==> src/lbs_pkg.sv <==
package lbs_pkg;

  // Register indexes; the bus byte address is four times the index
  localparam logic [11:0] IDX_SEG2   = 12'h059;
  localparam logic [11:0] IDX_SEG3   = 12'h05a;
  localparam logic [11:0] IDX_SEG4   = 12'h05b;
  localparam logic [11:0] IDX_PAUSE  = 12'h05c;
  localparam logic [11:0] IDX_DUTY   = 12'h05d;
  localparam logic [11:0] IDX_ONTIME = 12'h05e;
  localparam logic [11:0] IDX_RISE   = 12'h05f;
  localparam logic [11:0] IDX_FALL   = 12'h060;
  localparam logic [11:0] IDX_ENABLE = 12'h061;
  localparam logic [11:0] IDX_STATUS = 12'h070;

  // Field masks for writable bits
  localparam logic [7:0] MASK_SEG7   = 8'h7f;
  localparam logic [7:0] MASK_FIVE   = 8'h1f;
  localparam logic [7:0] MASK_ENABLE = 8'h77;
  localparam int         POS_CHAN_EN = 4;
  localparam int         POS_SEQ_EN  = 0;
  localparam logic [7:0] RESET_VALUE = 8'h00;

  // Time bases
  localparam int CLOCK_HZ   = 100_000_000;
  localparam int SLOT_US    = 250;
  localparam int SLOT_CYC   = CLOCK_HZ / 1_000_000 * SLOT_US;
  localparam int SLOTS_8MS  = 32;
  localparam int TICKS_64MS = 8;
  localparam logic [4:0] DUTY_MAX = 5'h1f;

  typedef enum logic [2:0] {
    LBS_IDLE, LBS_ON, LBS_SEG2, LBS_SEG3, LBS_SEG4, LBS_PAUSE
  } lbs_state_t;

  typedef struct packed {
    logic [6:0] seg2;
    logic [6:0] seg3;
    logic [6:0] seg4;
    logic [6:0] pause;
    logic [4:0] duty;
    logic [4:0] on_time;
    logic [4:0] rise;
    logic [4:0] fall;
    logic [7:0] enables;
  } lbs_cfg_t;

endpackage

==> src/lbs_timing.sv <==
`timescale 1ns/1ps
module lbs_timing #(
  parameter int SLOT_CYCLES = lbs_pkg::SLOT_CYC
) (
  // Clock and reset
  input  wire logic        clock,
  input  wire logic        rst_n,
  // APB slave
  input  wire logic        psel,
  input  wire logic        penable,
  input  wire logic        pwrite,
  input  wire logic [11:0] paddr,
  input  wire logic [31:0] pwdata,
  output logic      [31:0] prdata,
  output logic             pready,
  output logic             pslverr,
  // Channel C outputs
  output logic             chan_c_on_output,
  output logic             tick_8ms_out
);

  lbs_pkg::lbs_cfg_t   cfg_reg;
  lbs_pkg::lbs_state_t state_reg;
  logic [31:0] slot_cnt_reg;
  logic [4:0]  slot_reg;
  logic [2:0]  t8_reg;
  logic [6:0]  seg_cnt_reg;
  logic        slot_tick;
  logic        tick_8ms;
  logic        tick_64ms;
  logic        wr_en;
  logic        hit;
  logic [7:0]  rd_byte;
  logic [6:0]  seg_len;
  logic [4:0]  duty_reg;
  logic        seq_run;
  logic        on_now;
  logic        on_prev_reg;
  logic        on_enter;
  logic        on_leave;
  logic [4:0]  rise_cnt_reg;
  logic [4:0]  fall_cnt_reg;
  logic        rise_active_reg;
  logic        fall_active_reg;

  function automatic logic [11:0] reg_addr(input logic [11:0] idx);
    reg_addr = {idx[9:0], 2'b00};
  endfunction

  // Last tick of a ramp window; six bits so that a length shortened
  // in mid-window still closes it instead of waiting for a wrap
  function automatic logic ramp_last(input logic [4:0] cnt,
                                     input logic [4:0] len);
    ramp_last = (({1'b0, cnt} + 6'h01) >= {1'b0, len});
  endfunction

  // Slot, 8 ms and 64 ms ticks by counting the fast clock
  always_ff @(posedge clock) begin
    if (!rst_n) begin
      slot_cnt_reg <= 32'h0;
      slot_reg     <= 5'h0;
      t8_reg       <= 3'h0;
    end else if (slot_tick) begin
      slot_cnt_reg <= 32'h0;
      slot_reg     <= slot_reg + 5'h1;
      if (tick_8ms) begin
        t8_reg <= t8_reg + 3'h1;
      end
    end else begin
      slot_cnt_reg <= slot_cnt_reg + 32'h1;
    end
  end

  assign slot_tick = (slot_cnt_reg == 32'(SLOT_CYCLES - 1));
  assign tick_8ms  = slot_tick && (slot_reg == 5'(lbs_pkg::SLOTS_8MS - 1));
  assign tick_64ms = tick_8ms && (t8_reg == 3'(lbs_pkg::TICKS_64MS - 1));

  // APB decode; slave answers with zero wait states
  assign wr_en = psel && penable && pwrite;
  always_comb begin
    hit     = 1'b1;
    rd_byte = 8'h00;
    unique case (paddr)
      reg_addr(lbs_pkg::IDX_SEG2):   rd_byte = {1'b0, cfg_reg.seg2};
      reg_addr(lbs_pkg::IDX_SEG3):   rd_byte = {1'b0, cfg_reg.seg3};
      reg_addr(lbs_pkg::IDX_SEG4):   rd_byte = {1'b0, cfg_reg.seg4};
      reg_addr(lbs_pkg::IDX_PAUSE):  rd_byte = {1'b0, cfg_reg.pause};
      reg_addr(lbs_pkg::IDX_DUTY):   rd_byte = {3'h0, cfg_reg.duty};
      reg_addr(lbs_pkg::IDX_ONTIME): rd_byte = {3'h0, cfg_reg.on_time};
      reg_addr(lbs_pkg::IDX_RISE):   rd_byte = {3'h0, cfg_reg.rise};
      reg_addr(lbs_pkg::IDX_FALL):   rd_byte = {3'h0, cfg_reg.fall};
      reg_addr(lbs_pkg::IDX_ENABLE): rd_byte = cfg_reg.enables;
      reg_addr(lbs_pkg::IDX_STATUS):
        rd_byte = {3'h0, fall_active_reg, rise_active_reg, state_reg};
      default:                       hit     = 1'b0;
    endcase
  end

  // Register writes; masks keep unused bits at zero
  always_ff @(posedge clock) begin
    if (!rst_n) begin
      cfg_reg <= '0;
    end else if (wr_en) begin
      unique case (paddr)
        reg_addr(lbs_pkg::IDX_SEG2):   cfg_reg.seg2    <= pwdata[6:0];
        reg_addr(lbs_pkg::IDX_SEG3):   cfg_reg.seg3    <= pwdata[6:0];
        reg_addr(lbs_pkg::IDX_SEG4):   cfg_reg.seg4    <= pwdata[6:0];
        reg_addr(lbs_pkg::IDX_PAUSE):  cfg_reg.pause   <= pwdata[6:0];
        reg_addr(lbs_pkg::IDX_DUTY):   cfg_reg.duty    <= pwdata[4:0];
        reg_addr(lbs_pkg::IDX_ONTIME): cfg_reg.on_time <= pwdata[4:0];
        reg_addr(lbs_pkg::IDX_RISE):   cfg_reg.rise    <= pwdata[4:0];
        reg_addr(lbs_pkg::IDX_FALL):   cfg_reg.fall    <= pwdata[4:0];
        reg_addr(lbs_pkg::IDX_ENABLE):
          cfg_reg.enables <= pwdata[7:0] & lbs_pkg::MASK_ENABLE;
        default: ;
      endcase
    end
  end

  // Registered APB answer
  always_ff @(posedge clock) begin
    if (!rst_n) begin
      prdata  <= 32'h0;
      pready  <= 1'b0;
      pslverr <= 1'b0;
    end else begin
      pready  <= psel && !penable;
      pslverr <= psel && !penable && !hit;
      prdata  <= (psel && !penable) ? {24'h0, rd_byte} : 32'h0;
    end
  end

  // Length of the segment being run, in 64 ms ticks
  always_comb begin
    unique case (state_reg)
      lbs_pkg::LBS_ON:    seg_len = {2'b00, cfg_reg.on_time};
      lbs_pkg::LBS_SEG2:  seg_len = cfg_reg.seg2;
      lbs_pkg::LBS_SEG3:  seg_len = cfg_reg.seg3;
      lbs_pkg::LBS_SEG4:  seg_len = cfg_reg.seg4;
      lbs_pkg::LBS_PAUSE: seg_len = cfg_reg.pause;
      default:            seg_len = 7'h0;
    endcase
  end

  // Sequencer; zero-length segments pass through in one cycle
  always_ff @(posedge clock) begin
    if (!rst_n) begin
      state_reg   <= lbs_pkg::LBS_IDLE;
      seg_cnt_reg <= 7'h0;
    end else if (!cfg_reg.enables[lbs_pkg::POS_SEQ_EN] ||
                 !cfg_reg.enables[lbs_pkg::POS_CHAN_EN]) begin
      state_reg   <= lbs_pkg::LBS_IDLE;
      seg_cnt_reg <= 7'h0;
    end else if (state_reg == lbs_pkg::LBS_IDLE) begin
      state_reg   <= lbs_pkg::LBS_ON;
      seg_cnt_reg <= 7'h0;
    end else if (seg_cnt_reg >= seg_len) begin
      seg_cnt_reg <= 7'h0;
      unique case (state_reg)
        lbs_pkg::LBS_ON:   state_reg <= lbs_pkg::LBS_SEG2;
        lbs_pkg::LBS_SEG2: state_reg <= lbs_pkg::LBS_SEG3;
        lbs_pkg::LBS_SEG3: state_reg <= lbs_pkg::LBS_SEG4;
        lbs_pkg::LBS_SEG4: state_reg <= lbs_pkg::LBS_PAUSE;
        default:           state_reg <= lbs_pkg::LBS_ON;
      endcase
    end else if (tick_64ms) begin
      seg_cnt_reg <= seg_cnt_reg + 7'h1;
    end
  end

  // Duty taken at the period boundary so that a write in mid-period
  // cannot leave a runt pulse; costs up to one period of latency
  always_ff @(posedge clock) begin
    if (!rst_n) begin
      duty_reg <= 5'h0;
    end else if (tick_8ms) begin
      duty_reg <= cfg_reg.duty;
    end
  end

  // Sequencer running needs both enables; on segment edges
  assign seq_run  = cfg_reg.enables[lbs_pkg::POS_SEQ_EN] &&
                    cfg_reg.enables[lbs_pkg::POS_CHAN_EN];
  assign on_now   = (state_reg == lbs_pkg::LBS_ON);
  assign on_enter = on_now && !on_prev_reg;
  assign on_leave = !on_now && on_prev_reg;

  // History of the on segment; resets to idle level, so no false edge
  always_ff @(posedge clock) begin
    if (!rst_n) begin
      on_prev_reg <= 1'b0;
    end else begin
      on_prev_reg <= on_now;
    end
  end

  // Ramp-up window, opened as the on segment starts; counts free
  // running 8 ms ticks, so it is exact only to one tick
  always_ff @(posedge clock) begin
    if (!rst_n || !seq_run) begin
      rise_cnt_reg    <= 5'h0;
      rise_active_reg <= 1'b0;
    end else if (on_enter) begin
      rise_cnt_reg    <= 5'h0;
      rise_active_reg <= (cfg_reg.rise != 5'h0);
    end else if (on_leave) begin
      rise_cnt_reg    <= 5'h0;
      rise_active_reg <= 1'b0;
    end else if (rise_active_reg && tick_8ms) begin
      rise_cnt_reg <= rise_cnt_reg + 5'h1;
      if (ramp_last(rise_cnt_reg, cfg_reg.rise)) begin
        rise_active_reg <= 1'b0;
      end
    end
  end

  // Ramp-down window, opened as the on segment ends; a new on
  // segment cuts it short
  always_ff @(posedge clock) begin
    if (!rst_n || !seq_run) begin
      fall_cnt_reg    <= 5'h0;
      fall_active_reg <= 1'b0;
    end else if (on_leave) begin
      fall_cnt_reg    <= 5'h0;
      fall_active_reg <= (cfg_reg.fall != 5'h0);
    end else if (on_enter) begin
      fall_cnt_reg    <= 5'h0;
      fall_active_reg <= 1'b0;
    end else if (fall_active_reg && tick_8ms) begin
      fall_cnt_reg <= fall_cnt_reg + 5'h1;
      if (ramp_last(fall_cnt_reg, cfg_reg.fall)) begin
        fall_active_reg <= 1'b0;
      end
    end
  end

  // PWM output; sequencer off means plain PWM while channel enabled
  always_ff @(posedge clock) begin
    if (!rst_n) begin
      chan_c_on_output <= 1'b0;
      tick_8ms_out     <= 1'b0;
    end else begin
      tick_8ms_out <= tick_8ms;
      if (!cfg_reg.enables[lbs_pkg::POS_CHAN_EN]) begin
        chan_c_on_output <= 1'b0;
      end else if (cfg_reg.enables[lbs_pkg::POS_SEQ_EN] &&
                   state_reg != lbs_pkg::LBS_ON) begin
        chan_c_on_output <= 1'b0;
      end else if (duty_reg == lbs_pkg::DUTY_MAX) begin
        chan_c_on_output <= 1'b1;
      end else begin
        chan_c_on_output <= (slot_reg <= duty_reg);
      end
    end
  end

endmodule  // lbs_timing

==> config.mk <==
export PLATFORM = sky130hd
export DESIGN_NAME = lbs_timing
export DESIGN_NICKNAME = d
export VERILOG_FILES = /design/src/lbs_pkg.sv /design/src/lbs_timing.sv
export SDC_FILE = /design/constraint.sdc
export NUM_CORES = 1
export LEC_CHECK = 0
export BUFFER_PORTS_ARGS = -buffer_cell sky130_fd_sc_hd__buf_2
export CAP_MARGIN = 40
export CORE_MARGIN = 1.5
export CORE_UTILIZATION = 60
export CTS_BUF_LIST = sky130_fd_sc_hd__clkbuf_8
export CTS_CLUSTER_DIAMETER = 150
export DETAILED_ROUTE_END_ITERATION = 8
export PLACE_DENSITY = 0.82
export SLEW_MARGIN = 15
export SYNTH_ARGS = -nofsm -noshare
export SYNTH_HDL_FRONTEND = slang
export SYNTH_SLANG_ARGS = --single-unit
export TNS_END_PERCENT = 5
==> constraint.sdc <==
create_clock -name clock -period 7.2 [get_ports clock]
set_clock_uncertainty 0.1 [all_clocks]
set_input_delay 0.72 -clock clock [delete_from_list [all_inputs] [get_ports clock]]
set_output_delay 0.72 -clock clock [all_outputs]
set_load 0.01 [all_outputs]
==> results of run 1 <==
per-layer routing:
layer  part of all wire, %  vias up  wire (um)
li1                      -     2930          -
met1                    43     2928       7440
met4                   2.1        0        363
met5                     0        -          0
met3                   6.4       34       1110
met2                    48      230       8390
cell usage after synthesis (6+ instances only):
cell / number
a21boi_0: 15
a21oi_1: 29
a22oi_1: 10
a31o_2: 6
a31oi_1: 7
and3_1: 13
and4_1: 7
buf_4: 25
clkbuf_1: 32
dfxtp_1: 133
ha_1: 32
inv_1: 25
mux2_2: 15
mux2i_1: 47
nand2_1: 70
nand2b_1: 6
nand3_1: 41
nand4_1: 15
nor2_1: 76
nor2b_1: 33
nor3_1: 16
nor4_1: 24
o21ai_0: 35
or3_1: 7
xnor2_1: 42
xor2_1: 7
final cells by class:
cell class	instances	area, sq um	area share [%]
flip-flops and latches	133	2660	34.2
multi-input cells	634	4180	53.8
clock buffers	18	248	3.18
well taps	143	179	2.30
repair buffers	38	213	2.73
clock inverters	14	200	2.57
inverters	25	93.8	1.21
layout by cell type, fill, tap and decap left out, types with 6 or more instances in the layout:
master / synthesis / routed
nand4_1: 15 / 15
nand3_1: 41 / 41
inv_1: 25 / 25
a31o_2: 6 / 6
dfxtp_1: 133 / 133
buf_2: 5 / 35
mux2i_1: 47 / 47
conb_1: 1 / 25
nor4_1: 24 / 24
nand2_1: 70 / 70
ha_1: 32 / 32
o21ai_0: 35 / 35
xnor2_1: 42 / 42
nand2b_1: 6 / 6
nor2b_1: 33 / 33
or3_1: 7 / 7
clkbuf_8: 0 / 18
a31oi_1: 7 / 7
a21oi_1: 29 / 29
xor2_1: 7 / 7
nor2_1: 76 / 76
nor3_1: 16 / 16
mux2_2: 15 / 15
a21boi_0: 15 / 15
and4_1: 7 / 7
a22oi_1: 10 / 10
and3_1: 13 / 13
final timing paths:
kind	slack [ns]	depth (start not counted)	end
max	3.53	10	seg_cnt_reg[3]
min	0.36	1	slot_cnt_reg[0]
max reg2reg	3.53	10	seg_cnt_reg[3]
min reg2reg	0.36	1	slot_cnt_reg[0]
power by group through the flow:
stage	Sequential, W	Combinational, W	Clock, W
2_1_floorplan	0.000755	0.0000414	0
3_3_place_gp	0.000755	0.0000466	0
3_5_place_dp	0.000755	0.0000488	0
4_1_cts	0.000738	0.0000489	0.000711
5_1_grt	0.000738	0.0000541	0.000743
6_report	0.000738	0.0000501	0.000705
per-stage QoR:
step	total power (W)	std cells	hold slack [ns]
2_1_floorplan	0.000797	857	0.313
5_1_grt	0.00153	1005	0.346
4_1_cts	0.00150	1005	0.340
3_3_place_gp	0.000802	970	0.324
6_report	0.00149	1005	0.355
3_5_place_dp	0.000804	973	0.336
cell families after synthesis:
kind of cell / Yosys count / synth area share [%]
multiplexers: 62 / 8.89
XOR/XNOR: 49 / 5.97
other: 1 / 0.0521
adder cells (fa/ha/maj): 32 / 5.57
flip-flops: 133 / 37.0
AO/OA/AOI/OAI: 128 / 11.4
buffers and inverters: 90 / 6.09
AND/OR/NAND/NOR: 338 / 25.0
==> impl_metrics.yaml, run 1 <==
finish:
  drive_gt1_share_pct: 11.6
  finalNetCount: 930
  fill_cells: 960
  area_growth_syn_to_layout_pct: 8.14
  antenna_cells: 0
  largest_reg_flops: 54
  stdcell_area_sq_um: 7780
  final_util_pct: 67.3
critical_path:
  critPathMaxStageDelay_ns: 0.60
  critPathLaunchType: "flop"
  slowest_stage: "dfxtp_1"
  crit_chain: "buf_8 > mux2_2 > a21oi_1 > o22ai_1 > ha_1 > nand2b_1 > a211o_1 > a211oi_1 > o311ai_1 > a21oi_1"
  worstPathMaxFanout: 14
  cp_top_family: "compound AO/OA/AOI/OAI gates"
  rr_startpoint: "state_reg[0]"
  worst-path-buf-inv: 1
  critPathKind: "reg2reg"
  crit_required_ns: 7.48
  crit_path_start: "state_reg[0]"
  cpMostUsedCell: "a21oi_1"
  cp.arrival_ns: 3.95
  end_kind: "flop"
clock_tree:
  htreeDepth: 4
  cts_root_buf: "clkbuf_8"
  clk_pin_slew_ns: 0.08
  postCtsSetupBuffers: 0
  clkSinkCount: 133
  worstSkewPairLatency_ns: 0.46
  cts_buffer_depth: 2
  cts_tree: "done"
  cts_buffers: 17
  ctsResizeCount: 0
  hold_buffers: 0
floorplanning:
  start_util_pct: 62.2
  core.rowCount: 39
  io-pin-count: 85
  die_h_um: 112
  die_area_sq_um: 12700
  fp.dieW_um: 112
  core_area_sq_um: 11600
sta:
  timing.final.ws_setup_ns: 3.53
  fmax_mhz: 272
  slew_headroom_pct: 43.4
  setup_violations: 0
  final_hold_viol_count: 0
  min_period_over_period_pct: 51.0
  worstMarginPinSlew_ns: 0.836
  drv_slew: 0
  rsz0062_at_grt: "no"
  timing.setup.tns_ns: 0
  post-route-min-period_ns: 3.67
grt:
  grt_max_degree: 83
  grt_most_used_layer: "met2"
  grt_first_pass_wirelength_mm: 28.6
  met2_usage_pct: 47.2
  use_met1_pct: 34.4
  met3_usage_pct: 8.05
  grt_overflow: 0
  grt.total_usage_pct: 28.1
  antenna_found_initial: 0
  grt_pass1_vias: 6021
synth:
  synth_area_leaders: "dfxtp_1, mux2i_1, ha_1, xnor2_1, nor2_1"
  synth-edff-count: 0
  synth_area_sq_um: 7190
  async_flop_share_pct: 0
  ys_seq_elements: 133
  synth_top_area_share_pct: 37.0
  synthDistinctLibCells: 59
  synth_top_cell_by_area: "dfxtp_1"
  ys_warn_count: 0
  syn_inst: 833
  synth_ff_type: "dfxtp_1"
  avgSynthCellArea_sq_um: 8.64
  synth.yosys.seq_area_share_pct: 37.0
power:
  p_sw_w: 0.000350
  intPower_w: 0.00114
  switching_share_pct: 23.5
  p_seq_share_pct: 49.4
  clkPwrFrac_pct: 47.2
  pwr_density_cell_nw_per_um2: 192
  combPwrFrac_pct: 3.4
  p_leak_nw: 2.77
  peakVddDrop_mv: 0.172
detailed_routing:
  vias_per_cell: 6.09
  vias: 6122
  drt_iter0_drc: 463
  ant_nets: 0
  routed_wirelength_mm: 17.3
  drc_errors: 3
  detail_route.first_pass.iterations: 9
  wl_per_cell_um: 17.2
outcome:
  failed_checks: "DRC"
  status: "finished with violations"
placed_design:
  dpl.hpwl_mm: 12.5
  dpl_worst_slack_ns: 3.57
  io_buffers: 34
  dpl_cell_area_sq_um: 7330
  place.gp.congestion: 0.937
worst_hold_path:
  holdCritPathClass: "reg2reg"
  worstHoldStart: "slot_cnt_reg[0]"
flow_run:
  max_cap_violations: 0
No activity file was read; power rests on OpenSTA's default activity.
==> run 2, diff against run 1 <==
- clock period: 7.2 -> 3.8 ns (I/O delays scaled with it)
==> impl_metrics.yaml, run 2 (same netlist as run 1, synthesis figures left out) <==
worst_hold_path:
  holdCritPathClass: "in2reg"
clock_tree:
  clkSinkCount: 133
  clk_pin_slew_ns: 0.08
  htreeDepth: 4
  cts_buffer_depth: 2
  worstSkewPairLatency_ns: 0.46
  cts_tree: "done"
  ctsResizeCount: 0
  cts_buffers: 17
  postCtsSetupBuffers: 0
  cts_root_buf: "clkbuf_8"
  hold_buffers: 0
sta:
  post-route-min-period_ns: 3.05
  rsz0062_at_grt: "no"
  slew_headroom_pct: 55.0
  timing.setup.tns_ns: 0
  hold_ws_ns: 0.0255
  min_period_over_period_pct: 80.3
  setup_violations: 0
  final_hold_viol_count: 0
  fmax_mhz: 328
  drv_slew: 0
  worstMarginPinSlew_ns: 0.674
critical_path:
  worstPathMaxFanout: 13
  cp.arrival_ns: 3.33
  end_kind: "flop"
  crit_required_ns: 4.08
  critPathKind: "reg2reg"
  critPathLaunchType: "flop"
detailed_routing:
  vias_per_cell: 6.07
  vias: 6095
  ant_nets: 0
  wl_per_cell_um: 16.8
  drc_errors: 5
  detail_route.first_pass.iterations: 9
  drt_iter0_drc: 631
  routed_wirelength_mm: 16.9
finish:
  multi_input_area_sq_um: 4180
  antenna_cells: 0
  finalNetCount: 933
  area_growth_syn_to_layout_pct: 6.71
  seqCellArea_sq_um: 2660
  final_cell_mix: "dfxtp_1, nor2_1, nand2_1"
  layout_commonest_cell: "dfxtp_1"
  fill_cells: 981
  largest_reg_flops: 54
  drive_gt1_share_pct: 11.0
floorplanning:
  io-pin-count: 85
  core_area_sq_um: 11600
  start_util_pct: 62.2
  die_h_um: 112
  fp.dieW_um: 112
  core.rowCount: 39
  die_area_sq_um: 12700
grt:
  grt.total_usage_pct: 27.9
  grt_pass1_vias: 5657
  grt_max_degree: 44
  antenna_found_initial: 0
  grt_first_pass_wirelength_mm: 28.1
  grt_overflow: 0
power:
  clkPwrFrac_pct: 41.7
  p_sw_w: 0.000593
  combPwrFrac_pct: 3.7
  pwr_density_cell_nw_per_um2: 334
  p_seq_share_pct: 54.6
  switching_share_pct: 23.2
  peakVddDrop_mv: 0.252
  intPower_w: 0.00197
  p_leak_nw: 2.74
placed_design:
  dpl.hpwl_mm: 12.2
  place.gp.congestion: 0.952
  io_buffers: 34
outcome:
  status: "finished with violations"
  failed_checks: "DRC"
flow_run:
  max_cap_violations: 0
run 2: changes by cell type in the layout (fill, tap and decap cells not counted), sizes merged:
cell    change
buf         +3
bufinv      -3
clkbuf      +2
clkinv      -4
inv         +1
run 2: final timing paths:
check | startpoint | endpoint | slack [ns] | cells after the start
hold reg to reg | slot_cnt_reg[0] | slot_cnt_reg[0] | 0.35 | 1
hold / removal | penable | pready | 0.03 | 2
setup reg to reg | state_reg[0] | seg_cnt_reg[3] | 0.75 | 12
setup / recovery | state_reg[0] | seg_cnt_reg[3] | 0.75 | 12
run 2: layout make-up:
| cell class | instances | area share, % |
|---|---|---|
| clock inverter | 8 | 0.848 |
| sequential | 133 | 34.7 |
| inverter | 25 | 1.22 |
| timing repair buffer | 41 | 2.84 |
| tap | 143 | 2.33 |
| multi-input combinational | 634 | 54.5 |
| clock buffer | 20 | 3.59 |
run 2: stage by stage:
stage	utilization, %	std cells	setup slack [ns]	total power [W]	cell area, sq um
after floorplan	-	857	0.456	0.00151	7280
after global placement	63.3	974	0.797	0.00152	7330
after detailed placement	63.4	975	0.729	0.00152	7330
after CTS	66.3	1003	0.703	0.00257	7670
after global routing	66.4	1004	0.489	0.00264	7680
final	66.4	1004	0.749	0.00256	7680
run 2: layer usage:
layer	up-vias	global-route usage (%)	share of wire (%)
met5	-	0	0
met4	0	10.6	2.0
met3	30	6.53	6.2
met2	234	45.2	48
met1	2885	36.4	44
li1	2946	-	-
run 2: critical path, stage by stage (launching register included):
cell and delay [ns]:
dfxtp_1 0.61, buf_4 0.32, inv_1 0.10, o32ai_1 0.38, a31oi_1 0.10, ha_1 0.34, a211oi_1 0.21, nor2_1 0.07
a211oi_1 0.16, buf_4 0.18, o311ai_1 0.09, buf_2 0.19, a21oi_1 0.13
run 2: power by group through the flow:
| stage | clock (W) | combinational, W | sequential (W) |
|---|---|---|---|
| finish | 0.00107 | 0.0000949 | 0.00140 |
| global route | 0.00114 | 0.000102 | 0.00140 |
| CTS | 0.00108 | 0.0000928 | 0.00140 |
| detailed placement | 0 | 0.0000922 | 0.00143 |
| global placement | 0 | 0.0000896 | 0.00143 |
| floorplan | 0 | 0.0000785 | 0.00143 |
